File: config.mk
export PLATFORM = sky130hd
export DESIGN_NAME = timer_pwm_modes
export DESIGN_NICKNAME = d
export VERILOG_FILES = /design/src/design/timer_pwm_pkg.sv /design/src/design/timer_pwm_modes.sv
export VERILOG_INCLUDE_DIRS = /design/src /design/src/design
export SDC_FILE = /design/constraint.sdc
export NUM_CORES = 1
export LEC_CHECK = 0
export ABC_AREA = 0
export BUFFER_PORTS_ARGS = -buffer_cell sky130_fd_sc_hd__clkbuf_2
export CAP_MARGIN = 25
export CELL_PAD_IN_SITES_DETAIL_PLACEMENT = 1
export CELL_PAD_IN_SITES_GLOBAL_PLACEMENT = 2
export CORE_MARGIN = 10
export CORE_UTILIZATION = 37
export DETAILED_ROUTE_END_ITERATION = 6
export GPL_TIMING_DRIVEN = 0
export PLACE_DENSITY = 0.83
export SETUP_SLACK_MARGIN = 0.2
export SYNTH_ARGS = -nofsm -noshare
export SYNTH_HDL_FRONTEND = slang
export SYNTH_SLANG_ARGS = --single-unit
File: constraint.sdc
create_clock -name clk -period 4.7 [get_ports clk]
set_input_delay 0.705 -clock clk [delete_from_list [all_inputs] [get_ports clk]]
set_output_delay 0.705 -clock clk [all_outputs]
set_load 0.005 [all_outputs]
File: src/design/timer_pwm_consts.svh
`ifndef TIMER_PWM_CONSTS_SVH
`define TIMER_PWM_CONSTS_SVH

// Register byte offsets on the APB
`define OFS_MODE      8'h00
`define OFS_CTRLB     8'h04
`define OFS_RUN       8'h08
`define OFS_TPS       8'h0c
`define OFS_CNT_A     8'h10
`define OFS_RLD_A     8'h14
`define OFS_STRIDE    8'h08

// Control register B fields
`define CB_PWM_A      6
`define CB_PSC_A_LO   0
`define CB_PSC_STRIDE 3
`define PSC_W         3
`define PSC_MAX       3'd7

// Mode register fields, timer a in the low nibble
`define MD_MODE_LO    0
`define MD_CT_A       2
`define MD_GATE_A     3
`define MD_STRIDE     4
`define MODE_W        2

// Run and flag register fields
`define RN_RUN_LO     0
`define RN_FLAG_LO    4

// Reset values and byte constants
`define CTRLB_RST     8'h24
`define MODE_RST      8'h00
`define BYTE_ZERO     8'h00
`define BYTE_FULL     8'hff
`define BYTE_ONE      8'h01
`define TPS_ZERO      4'h0
`define TPS_ONE       4'h1

`endif

File: src/design/timer_pwm_pkg.sv
package timer_pwm_pkg;

	// Per-timer PWM variant, in mode-field order
	typedef enum logic [1:0] {
		VAR_PRESCALE_LOG,
		VAR_PRESCALE_LIN,
		VAR_FREQ_GEN,
		VAR_SPLIT
	} pwm_variant_t;

	typedef logic [7:0] byte_t;

endpackage

File: src/design/timer_pwm_modes.sv
`timescale 1ns/1ps
`include "timer_pwm_consts.svh"
// Notes on behaviour
// RULE_01 - Each timer becomes 8-bit PWM when enabled
// RULE_02 - PWM waveform drives the timer pin
// RULE_03 - Software selects timer operation, pin as output
// RULE_04 - Overflow flags and baud tick keep working
// RULE_05 - Gate input can halt the generator
// RULE_06 - Mode field picks one of four variants
// RULE_07 - High at count zero, low at compare
// RULE_08 - Duty shadow loads only on counter wrap
// RULE_09 - Duty zero keeps output low
// RULE_10 - Variant 0 low byte is log prescaler
// RULE_11 - Overflow loads shadow, sets pin; match clears
// RULE_12 - Variant 1 low byte reloads, prescales linearly
// RULE_13 - Variant 2 toggles pin on low overflow
// RULE_14 - Variant 2 ignores both reload registers
// RULE_15 - Timer b in variant 3 holds count
// RULE_16 - Timer a variant 3 splits into two counters
// RULE_17 - Split bytes use timer a, b controls
// RULE_18 - Low reload sets low duty, high sets high
// RULE_19 - Timer b stops only in own variant 3
// RULE_20 - Prescale select is active bits minus one
// RULE_21 - Common prescaler divides every counter tick; pin edges counted outside PWM bypass it
module timer_pwm_modes
	import timer_pwm_pkg::*;
(
	input  wire logic        clk,
	input  wire logic        reset,
	input  wire logic        ce,
	input  wire logic        psel,
	input  wire logic        penable,
	input  wire logic        pwrite,
	input  wire logic [7:0]  paddr,
	input  wire logic [31:0] pwdata,
	output logic      [31:0] prdata,
	output logic             pready,
	output logic             pslverr,
	input  wire logic        timer_a_pin_i,
	input  wire logic        timer_b_pin_i,
	input  wire logic        gate_input_pin_a,
	input  wire logic        gate_input_pin_b,
	output logic             timer_a_pin_o,
	output logic             timer_a_pin_oe_n,
	output logic             timer_b_pin_o,
	output logic             timer_b_pin_oe_n,
	output logic             overflow_flag_timer_a,
	output logic             overflow_flag_timer_b,
	output logic             baud_tick
);

	logic [7:0]   timer_mode_reg_ff;
	logic [7:0]   timer_control_b_reg_ff;
	logic [3:0]   common_timer_prescale_ff;
	logic [3:0]   tps_cnt_ff;
	logic [1:0]   run_ff;
	logic [1:0]   flag_ff;
	logic [1:0]   pin_prev_ff;
	logic [1:0]   pin_ff;
	logic [1:0]   oe_n_ff;
	logic         baud_ff;
	logic [31:0]  prdata_ff;
	logic         pready_ff;
	logic         pslverr_ff;
	byte_t        low_count_byte_ff [2];
	byte_t        high_count_byte_ff [2];
	byte_t        low_reload_byte_ff [2];
	byte_t        high_reload_byte_ff [2];
	byte_t        compare_shadow_ff [2];
	byte_t        nxt_tl [2];
	byte_t        nxt_th [2];
	byte_t        dval_ch [2];
	byte_t        cnt_ch [2];
	pwm_variant_t var_m [2];
	logic [1:0]   pe;
	logic [1:0]   gate_ok;
	logic [1:0]   cp;
	logic [1:0]   run_lo;
	logic [1:0]   run_hi;
	logic [1:0]   lo_ovf;
	logic [1:0]   hi_ovf;
	logic [1:0]   th_adv;
	logic [1:0]   tl_adv;
	logic [1:0]   ovf_ev;
	logic [1:0]   wrap_ch;
	logic [1:0]   tog_ch;
	logic [1:0]   adv_ch;
	logic [1:0]   hit_ch;
	logic [1:0]   pin_in;
	logic [1:0]   gate_pin;
	logic         split;
	logic         own_b_ovf;
	logic [1:0]   flag_clr;
	logic         tick;
	logic         wr_en;
	logic         rd_acc;
	logic [31:0]  rd_data;
	logic         rd_err;

	assign pin_in   = {timer_b_pin_i, timer_a_pin_i};
	assign gate_pin = {gate_input_pin_b, gate_input_pin_a};

	// Outputs come straight from flops
	assign prdata                = prdata_ff;
	assign pready                = pready_ff;
	assign pslverr               = pslverr_ff;
	assign timer_a_pin_o         = pin_ff[0];
	assign timer_b_pin_o         = pin_ff[1];
	assign timer_a_pin_oe_n      = oe_n_ff[0];
	assign timer_b_pin_oe_n      = oe_n_ff[1];
	assign overflow_flag_timer_a = flag_ff[0];
	assign overflow_flag_timer_b = flag_ff[1];
	assign baud_tick             = baud_ff;

	// Bus strobes; a write lands on the edge that sees pready high
	assign rd_acc = ce & psel & penable & ~pready_ff;
	assign wr_en  = ce & psel & penable & pwrite & pready_ff;

	// Common prescaler tick, shared by both timers
	assign tick = (tps_cnt_ff == common_timer_prescale_ff); // see RULE_21

	always_ff @(posedge clk or posedge reset)
	begin
		if (reset)
			tps_cnt_ff <= `TPS_ZERO;
		else if (ce)
			tps_cnt_ff <= tick ? `TPS_ZERO : tps_cnt_ff + `TPS_ONE;
	end

	// Split arrangement: timer a low byte on a's controls, high byte on b's
	assign split     = (var_m[0] == VAR_SPLIT); // see RULE_16
	assign run_lo[0] = run_ff[0] & gate_ok[0]; // see RULE_17
	assign run_hi[0] = split ? run_ff[1] : run_lo[0]; // see RULE_17
	// Timer b in its variant 3 behaves as if its run bit were clear
	assign run_lo[1] = run_ff[1] & gate_ok[1] & (var_m[1] != VAR_SPLIT); // see RULE_15
	assign run_hi[1] = run_lo[1]; // see RULE_19

	genvar i;
	generate
		for (i = 0; i < 2; i++)
		begin : g_timer
			logic [2:0] psc;
			byte_t      mask;
			logic       carry;
			logic       cnt_wr;

			assign var_m[i] = pwm_variant_t'(
				timer_mode_reg_ff[`MD_MODE_LO + `MD_STRIDE * i +: `MODE_W]); // see RULE_06
			assign pe[i] = timer_control_b_reg_ff[`CB_PWM_A + i]; // see RULE_01
			assign psc = timer_control_b_reg_ff[`CB_PSC_A_LO + `CB_PSC_STRIDE * i +: `PSC_W];
			// Gate stays in force in PWM operation
			assign gate_ok[i] = ~timer_mode_reg_ff[`MD_GATE_A + `MD_STRIDE * i]
				| gate_pin[i]; // see RULE_05
			// Pin is only counted when not driving the waveform
			assign cp[i] = (timer_mode_reg_ff[`MD_CT_A + `MD_STRIDE * i] & ~pe[i])
				? (pin_prev_ff[i] & ~pin_in[i]) : tick; // see RULE_02 see RULE_03
			assign cnt_wr = wr_en & (paddr == 8'(`OFS_CNT_A + `OFS_STRIDE * i));

			// Counter next state per variant
			always_comb
			begin
				mask      = `BYTE_FULL >> (`PSC_MAX - psc); // see RULE_20
				carry     = 1'b0;
				lo_ovf[i] = 1'b0;
				nxt_tl[i] = low_count_byte_ff[i];
				nxt_th[i] = high_count_byte_ff[i];
				tl_adv[i] = run_lo[i] & cp[i];
				if (tl_adv[i])
				begin
					case (var_m[i])
						VAR_PRESCALE_LOG:
						begin
							carry     = ((low_count_byte_ff[i] & mask) == mask); // see RULE_10
							nxt_tl[i] = (low_count_byte_ff[i] + `BYTE_ONE) & mask;
						end
						VAR_PRESCALE_LIN:
						begin
							carry     = (low_count_byte_ff[i] == `BYTE_FULL);
							nxt_tl[i] = carry ? low_reload_byte_ff[i]
								: low_count_byte_ff[i] + `BYTE_ONE; // see RULE_12
						end
						VAR_FREQ_GEN:
						begin
							// Reload from the high byte, reload registers unused
							lo_ovf[i] = (low_count_byte_ff[i] == `BYTE_FULL);
							nxt_tl[i] = lo_ovf[i] ? high_count_byte_ff[i]
								: low_count_byte_ff[i] + `BYTE_ONE; // see RULE_13 see RULE_14
						end
						default:
						begin
							lo_ovf[i] = (low_count_byte_ff[i] == `BYTE_FULL);
							nxt_tl[i] = low_count_byte_ff[i] + `BYTE_ONE; // see RULE_16
						end
					endcase
				end
				// Split high byte is a plain timer on the common tick
				th_adv[i] = (var_m[i] == VAR_SPLIT) ? (run_hi[i] & tick) : carry; // see RULE_17
				hi_ovf[i] = th_adv[i] & (high_count_byte_ff[i] == `BYTE_FULL);
				if (th_adv[i])
					nxt_th[i] = high_count_byte_ff[i] + `BYTE_ONE;
			end

			// Software writes to the count win over counting
			always_ff @(posedge clk or posedge reset)
			begin
				if (reset)
				begin
					low_count_byte_ff[i]  <= `BYTE_ZERO;
					high_count_byte_ff[i] <= `BYTE_ZERO;
				end
				else if (cnt_wr)
				begin
					low_count_byte_ff[i]  <= pwdata[7:0];
					high_count_byte_ff[i] <= pwdata[15:8];
				end
				else if (ce)
				begin
					low_count_byte_ff[i]  <= nxt_tl[i];
					high_count_byte_ff[i] <= nxt_th[i];
				end
			end

			// Waveform: toggle, set on wrap with shadow load, clear on match
			assign hit_ch[i] = adv_ch[i] & (cnt_ch[i] == compare_shadow_ff[i]);
			always_ff @(posedge clk or posedge reset)
			begin
				if (reset)
				begin
					pin_ff[i]            <= 1'b0;
					oe_n_ff[i]           <= 1'b1;
					compare_shadow_ff[i] <= `BYTE_ZERO;
					pin_prev_ff[i]       <= 1'b0;
				end
				else if (ce)
				begin
					oe_n_ff[i]     <= ~pe[i]; // see RULE_02
					pin_prev_ff[i] <= pin_in[i];
					if (wrap_ch[i])
						compare_shadow_ff[i] <= dval_ch[i]; // see RULE_08 see RULE_11
					if (!pe[i])
						pin_ff[i] <= 1'b0;
					else if (tog_ch[i])
						pin_ff[i] <= ~pin_ff[i]; // see RULE_13
					else if (wrap_ch[i])
						pin_ff[i] <= (dval_ch[i] != `BYTE_ZERO); // see RULE_07 see RULE_09
					else if (hit_ch[i])
						pin_ff[i] <= 1'b0; // see RULE_07 see RULE_11
				end
			end
		end
	endgenerate

	// Channel a: low byte in split, else the high byte
	assign wrap_ch[0] = split ? lo_ovf[0]
		: (var_m[0] != VAR_FREQ_GEN) & hi_ovf[0]; // see RULE_11
	assign tog_ch[0]  = (var_m[0] == VAR_FREQ_GEN) & lo_ovf[0];
	assign adv_ch[0]  = split ? tl_adv[0] : th_adv[0];
	assign cnt_ch[0]  = split ? nxt_tl[0] : nxt_th[0];
	assign dval_ch[0] = split ? low_reload_byte_ff[0] : high_reload_byte_ff[0]; // see RULE_18

	// Channel b: taken over by timer a's high byte while split
	assign wrap_ch[1] = split ? hi_ovf[0]
		: (var_m[1] < VAR_FREQ_GEN) & hi_ovf[1];
	assign tog_ch[1]  = ~split & (var_m[1] == VAR_FREQ_GEN) & lo_ovf[1];
	assign adv_ch[1]  = split ? th_adv[0] : th_adv[1];
	assign cnt_ch[1]  = split ? nxt_th[0] : nxt_th[1];
	assign dval_ch[1] = high_reload_byte_ff[split ? 0 : 1]; // see RULE_18

	// Overflow events; timer b's own overflow still feeds the baud tick
	assign ovf_ev[0] = (split | (var_m[0] == VAR_FREQ_GEN)) ? lo_ovf[0] : hi_ovf[0];
	assign own_b_ovf = (var_m[1] == VAR_FREQ_GEN) ? lo_ovf[1] : hi_ovf[1];
	assign ovf_ev[1] = split ? hi_ovf[0] : own_b_ovf; // see RULE_17

	// Sticky flags, write one to clear; a same-cycle event wins
	assign flag_clr = (wr_en & (paddr == `OFS_RUN)) ? pwdata[`RN_FLAG_LO +: 2] : 2'b00;
	always_ff @(posedge clk or posedge reset)
	begin
		if (reset)
		begin
			flag_ff <= 2'b00;
			baud_ff <= 1'b0;
		end
		else if (ce)
		begin
			flag_ff <= (flag_ff & ~flag_clr) | ovf_ev; // see RULE_04
			baud_ff <= own_b_ovf; // see RULE_04 see RULE_19
		end
	end

	// Configuration registers written by software
	always_ff @(posedge clk or posedge reset)
	begin
		if (reset)
		begin
			timer_mode_reg_ff        <= `MODE_RST;
			timer_control_b_reg_ff   <= `CTRLB_RST; // see RULE_20
			common_timer_prescale_ff <= `TPS_ZERO;
			run_ff                   <= 2'b00;
			low_reload_byte_ff[0]    <= `BYTE_ZERO;
			high_reload_byte_ff[0]   <= `BYTE_ZERO;
			low_reload_byte_ff[1]    <= `BYTE_ZERO;
			high_reload_byte_ff[1]   <= `BYTE_ZERO;
		end
		else if (wr_en)
		begin
			case (paddr)
				`OFS_MODE:  timer_mode_reg_ff <= pwdata[7:0];
				`OFS_CTRLB: timer_control_b_reg_ff <= pwdata[7:0];
				`OFS_TPS:   common_timer_prescale_ff <= pwdata[3:0];
				`OFS_RUN:   run_ff <= pwdata[`RN_RUN_LO +: 2];
				`OFS_RLD_A:
				begin
					low_reload_byte_ff[0]  <= pwdata[7:0];
					high_reload_byte_ff[0] <= pwdata[15:8];
				end
				`OFS_RLD_A + `OFS_STRIDE:
				begin
					low_reload_byte_ff[1]  <= pwdata[7:0];
					high_reload_byte_ff[1] <= pwdata[15:8];
				end
				default: ;
			endcase
		end
	end

	// Read mux; unmapped addresses read zero with an error
	always_comb
	begin
		rd_err  = 1'b0;
		rd_data = 32'h0000_0000;
		case (paddr)
			`OFS_MODE:  rd_data = {24'h00_0000, timer_mode_reg_ff};
			`OFS_CTRLB: rd_data = {24'h00_0000, timer_control_b_reg_ff};
			`OFS_RUN:   rd_data = {26'h000_0000, flag_ff, 2'b00, run_ff};
			`OFS_TPS:   rd_data = {28'h000_0000, common_timer_prescale_ff};
			`OFS_CNT_A: rd_data = {16'h0000, high_count_byte_ff[0], low_count_byte_ff[0]};
			`OFS_RLD_A: rd_data = {16'h0000, high_reload_byte_ff[0], low_reload_byte_ff[0]};
			`OFS_CNT_A + `OFS_STRIDE:
				rd_data = {16'h0000, high_count_byte_ff[1], low_count_byte_ff[1]};
			`OFS_RLD_A + `OFS_STRIDE:
				rd_data = {16'h0000, high_reload_byte_ff[1], low_reload_byte_ff[1]};
			default: rd_err = 1'b1;
		endcase
	end

	// One wait state: pready rises on the second access cycle
	always_ff @(posedge clk or posedge reset)
	begin
		if (reset)
		begin
			pready_ff  <= 1'b0;
			pslverr_ff <= 1'b0;
			prdata_ff  <= 32'h0000_0000;
		end
		else if (ce)
		begin
			pready_ff  <= rd_acc;
			pslverr_ff <= rd_acc & rd_err;
			prdata_ff  <= (rd_acc & ~pwrite) ? rd_data : 32'h0000_0000;
		end
	end
endmodule // timer_pwm_modes

==> metrics <==
largest family of logic cells by synthesized area=compound AO/OA/AOI/OAI gates; fin nets=between 1k and 1.5k; clk sinks=133; via/cell ratio=6.22; vias after detailed routing=approximately 9.0k; initial antenna violation count=0; first-pass GRT wire length=57200 µm; Num CTS Buffers=17; Initial Util=37.4%; Hold WC Path Type=in2async; grt total ovfl=0; Worst setup SP type=flip-flop; pin count of the biggest net entering global routing=74; placed wire-length estimate=28400 µm; CP max stage cell=clkbuf_1; Synth Area in XOR/XNOR=between 3 and 4%; Seq/Total Area, Yosys=36.8%; GRT Total Usage=23.9%; DRC Markers=0; Core ar.=0.0242 mm²; Setup Buffers After CTS=0; CTS tree=done; reg2reg end=timer_b_pin_o; Routed Antenna Nets=0; Post-Place Cells=about 1.4k; Setup crit start=timer_mode_reg_ff[1]; Reg clk slew, reported paths=0.07 ns; I/O Pins=between 90 and 100; Fillers=around 2.9k; Crit Path Class=reg2reg; wire length per cell=26.0 µm; critical path fanouts, max=10; Max-Cap Viols=0; share of cells above drive strength 1=17.4%; Syn Std Cell Area=0.00905 mm²; # diodes=0; CP max stage delay=0.55 ns; P per Cell Area=308 mW/mm²; Final Hold Viols=0; Slew @ Worst Pin=~1.1 ns; Post-synth EDFFs=0; Synth Area in Simple Gates=17.9%; commonest non-fill, non-tap cell in the layout=dfrtp_1; Die H=176 µm; Area Overhead vs Synth=14.9%; # rows=57; worst path arrival time=4.14 ns; Avg Cell Area, Syn=between 8 and 9 µm²; Final GP Congestion=about 0.95; Iter 0 DRT Violations=889; post-synth top area share=35.7%; post-route minimum period=3.83 ns; fin area=0.0104 mm²; vias in the first global route=9039; post-synthesis cell count=1010; synth warn=0; Max-slew headroom=28.8%; FFs w/ async S/R, synth=100%; post-synthesis compound-gate area fraction=23.2%; Worst R2R Start=timer_mode_reg_ff[1]; 1st-pass router iterations=6; worst r2r path cells=11; status=finished, final reports clean; Max Buffers Root-to-Sink=2; Worst-Skew Late Latency=0.44 ns; Final setup viols=0; Die Wd=176 µm; final wirelength=37500 µm; ranking of synthesized cells by area=dfrtp_1 36%, mux2_2 7.0%, nand2_1 4.6%; Max Clock Freq=261 MHz; CP endpoint=timer_b_pin_o; CP endpoint kind=flip-flop; register bit total from synthesis=133; proportion of synthesized area in mux cells=12.0%; cell accounting for the most synthesized area=dfrtp_1; final cell count without fillers=1440; Post-synth top flop=dfrtp_1; worst path cell trace=clkbuf_1 > clkbuf_1 > nand2_1 > buf_2 > buf_1 > nor4_1 > a31oi_1 > a2111oi_0 > nand2_1 > nor4_1 > a21oi_1; CP Buf/Inv Count=4; Pleak=roughly 4.4 nW; post-CTS sizing=0; Port Buf Inserts=between 50 and 60; Worst VDD drop=about 0.25 mV; CTS H-tree depth=4; clk_skew=0.0146 ns; die area=0.0311 mm²; max-slew violation count=0; final worst path period share=81.5%; fin util=43.0%; stages on the worst setup path=11; Unique masters post-synth=81; commonest non-fill, non-tap cells in the layout=129 x dfrtp_1, 112 x nand2_1, 61 x nor2_1; CP top delay family=buffers and inverters; setup TNS=0 ns; Post-Synth Adder-Cell Area=0.691%; Post-DP Area=0.00984 mm²; cts hold-fix bufs=0; unrepaired setup endpoints after global routing=no; Worst EP required=5.01 ns; FF-to-FF setup slack=0.87 ns; Root Buffer=clkbuf_16
-- worst register-to-register path, stage by stage (launching register included) --
cell       delay, ns
dfrtp_1         0.32
clkbuf_1        0.33
clkbuf_1        0.55
nand2_1         0.40
buf_2           0.32
buf_1           0.31
nor4_1          0.45
a31oi_1         0.08
a2111oi_0       0.46
nand2_1         0.11
nor4_1          0.27
a21oi_1         0.11
-- through the flow --
step / hold WS, ns / power, mW / setup WS, ns
final: 0.320 / 3.21 / 0.870
after global routing: 0.371 / 3.34 / 0.658
after floorplan: 0.436 / 1.67 / 0.447
after global placement: 0.472 / 1.90 / -1.23
after detailed placement: 0.483 / 1.92 / 0.461
after CTS: 0.350 / 3.21 / 0.929
-- cell usage after synthesis, types with 5 or more instances --
library cell / number
a211oi_1: 12
a21o_1: 10
a21oi_1: 36
a221o_1: 8
a221oi_1: 16
a22o_1: 15
a22oi_1: 20
a31oi_1: 9
and2_1: 5
and3_1: 19
buf_1: 9
buf_2: 8
buf_4: 17
clkbuf_1: 56
dfrtp_1: 129
ha_1: 5
inv_1: 24
mux2_2: 56
mux2i_1: 40
nand2_1: 112
nand2b_1: 6
nand3_1: 36
nand3b_1: 5
nand4_1: 18
nor2_1: 61
nor2b_1: 12
nor3_1: 17
nor4_1: 12
o211ai_1: 6
o21a_1: 5
o21ai_0: 55
o21ai_1: 11
o22ai_1: 21
o2bb2ai_1: 5
o311ai_1: 6
o31ai_1: 10
o32ai_1: 9
or4_1: 5
xnor2_1: 16
xor2_1: 10
-- how the worst min path moves through the flow --
stage                                   to  slack (ns)  cells past startpoint
after global placement           prdata[4]        0.47                      1
after floorplan           timer_b_pin_oe_n        0.44                      1
after global routing        pin_prev_ff[0]        0.37                      2
after CTS                   pin_prev_ff[0]        0.35                      2
after detailed placement           pslverr        0.48                      1
final                       pin_prev_ff[0]        0.32                      2
-- cell families after synthesis --
group | count (synthesis)
xor+xnor | 32
fa+ha+maj | 5
compound gates | 297
simple gates | 328
buf+inv | 115
flops | 133
mux | 99
other cells | 1
-- per-layer routing --
layer	GRT usage, %	vias up	part of all wire, %
met5	0	-	0
met1	32.5	4535	45
met3	2.84	81	5.4
met2	38.1	367	46
li1	-	3979	-
met4	9.67	0	3.8
-- cell type report --
cell class                 instances  area, µm²  area share (%)
inverter                          25       98.8           0.950
sequential                       133       3330            32.0
timing repair buffer              59        320            3.08
clock buffer                      17        425            4.09
clock inverter                    15        134            1.29
tap                              324        405            3.90
buffer                            90        412            3.96
multi-input combinational        777       5270            50.7
-- flip-flops by register name (all words and copies together) (netlist names), 4 cells and up --
signal and flops:
low_count_byte_ff 16, prdata 16, low_reload_byte_ff 16, timer_mode_reg_ff 8, high_reload_byte_ff 16, tps_cnt_ff 4
common_timer_prescale_ff 4, compare_shadow_ff 16, high_count_byte_ff 16, timer_control_b_reg_ff 8
-- report_power, final --
part / internal (mW) / switching [mW]
Sequential: 1.20 / 0.103
Clock: 0.697 / 0.597
Combinational: 0.203 / 0.408
Total: 2.10 / 1.11
No activity file was read; power rests on OpenSTA's default activity.
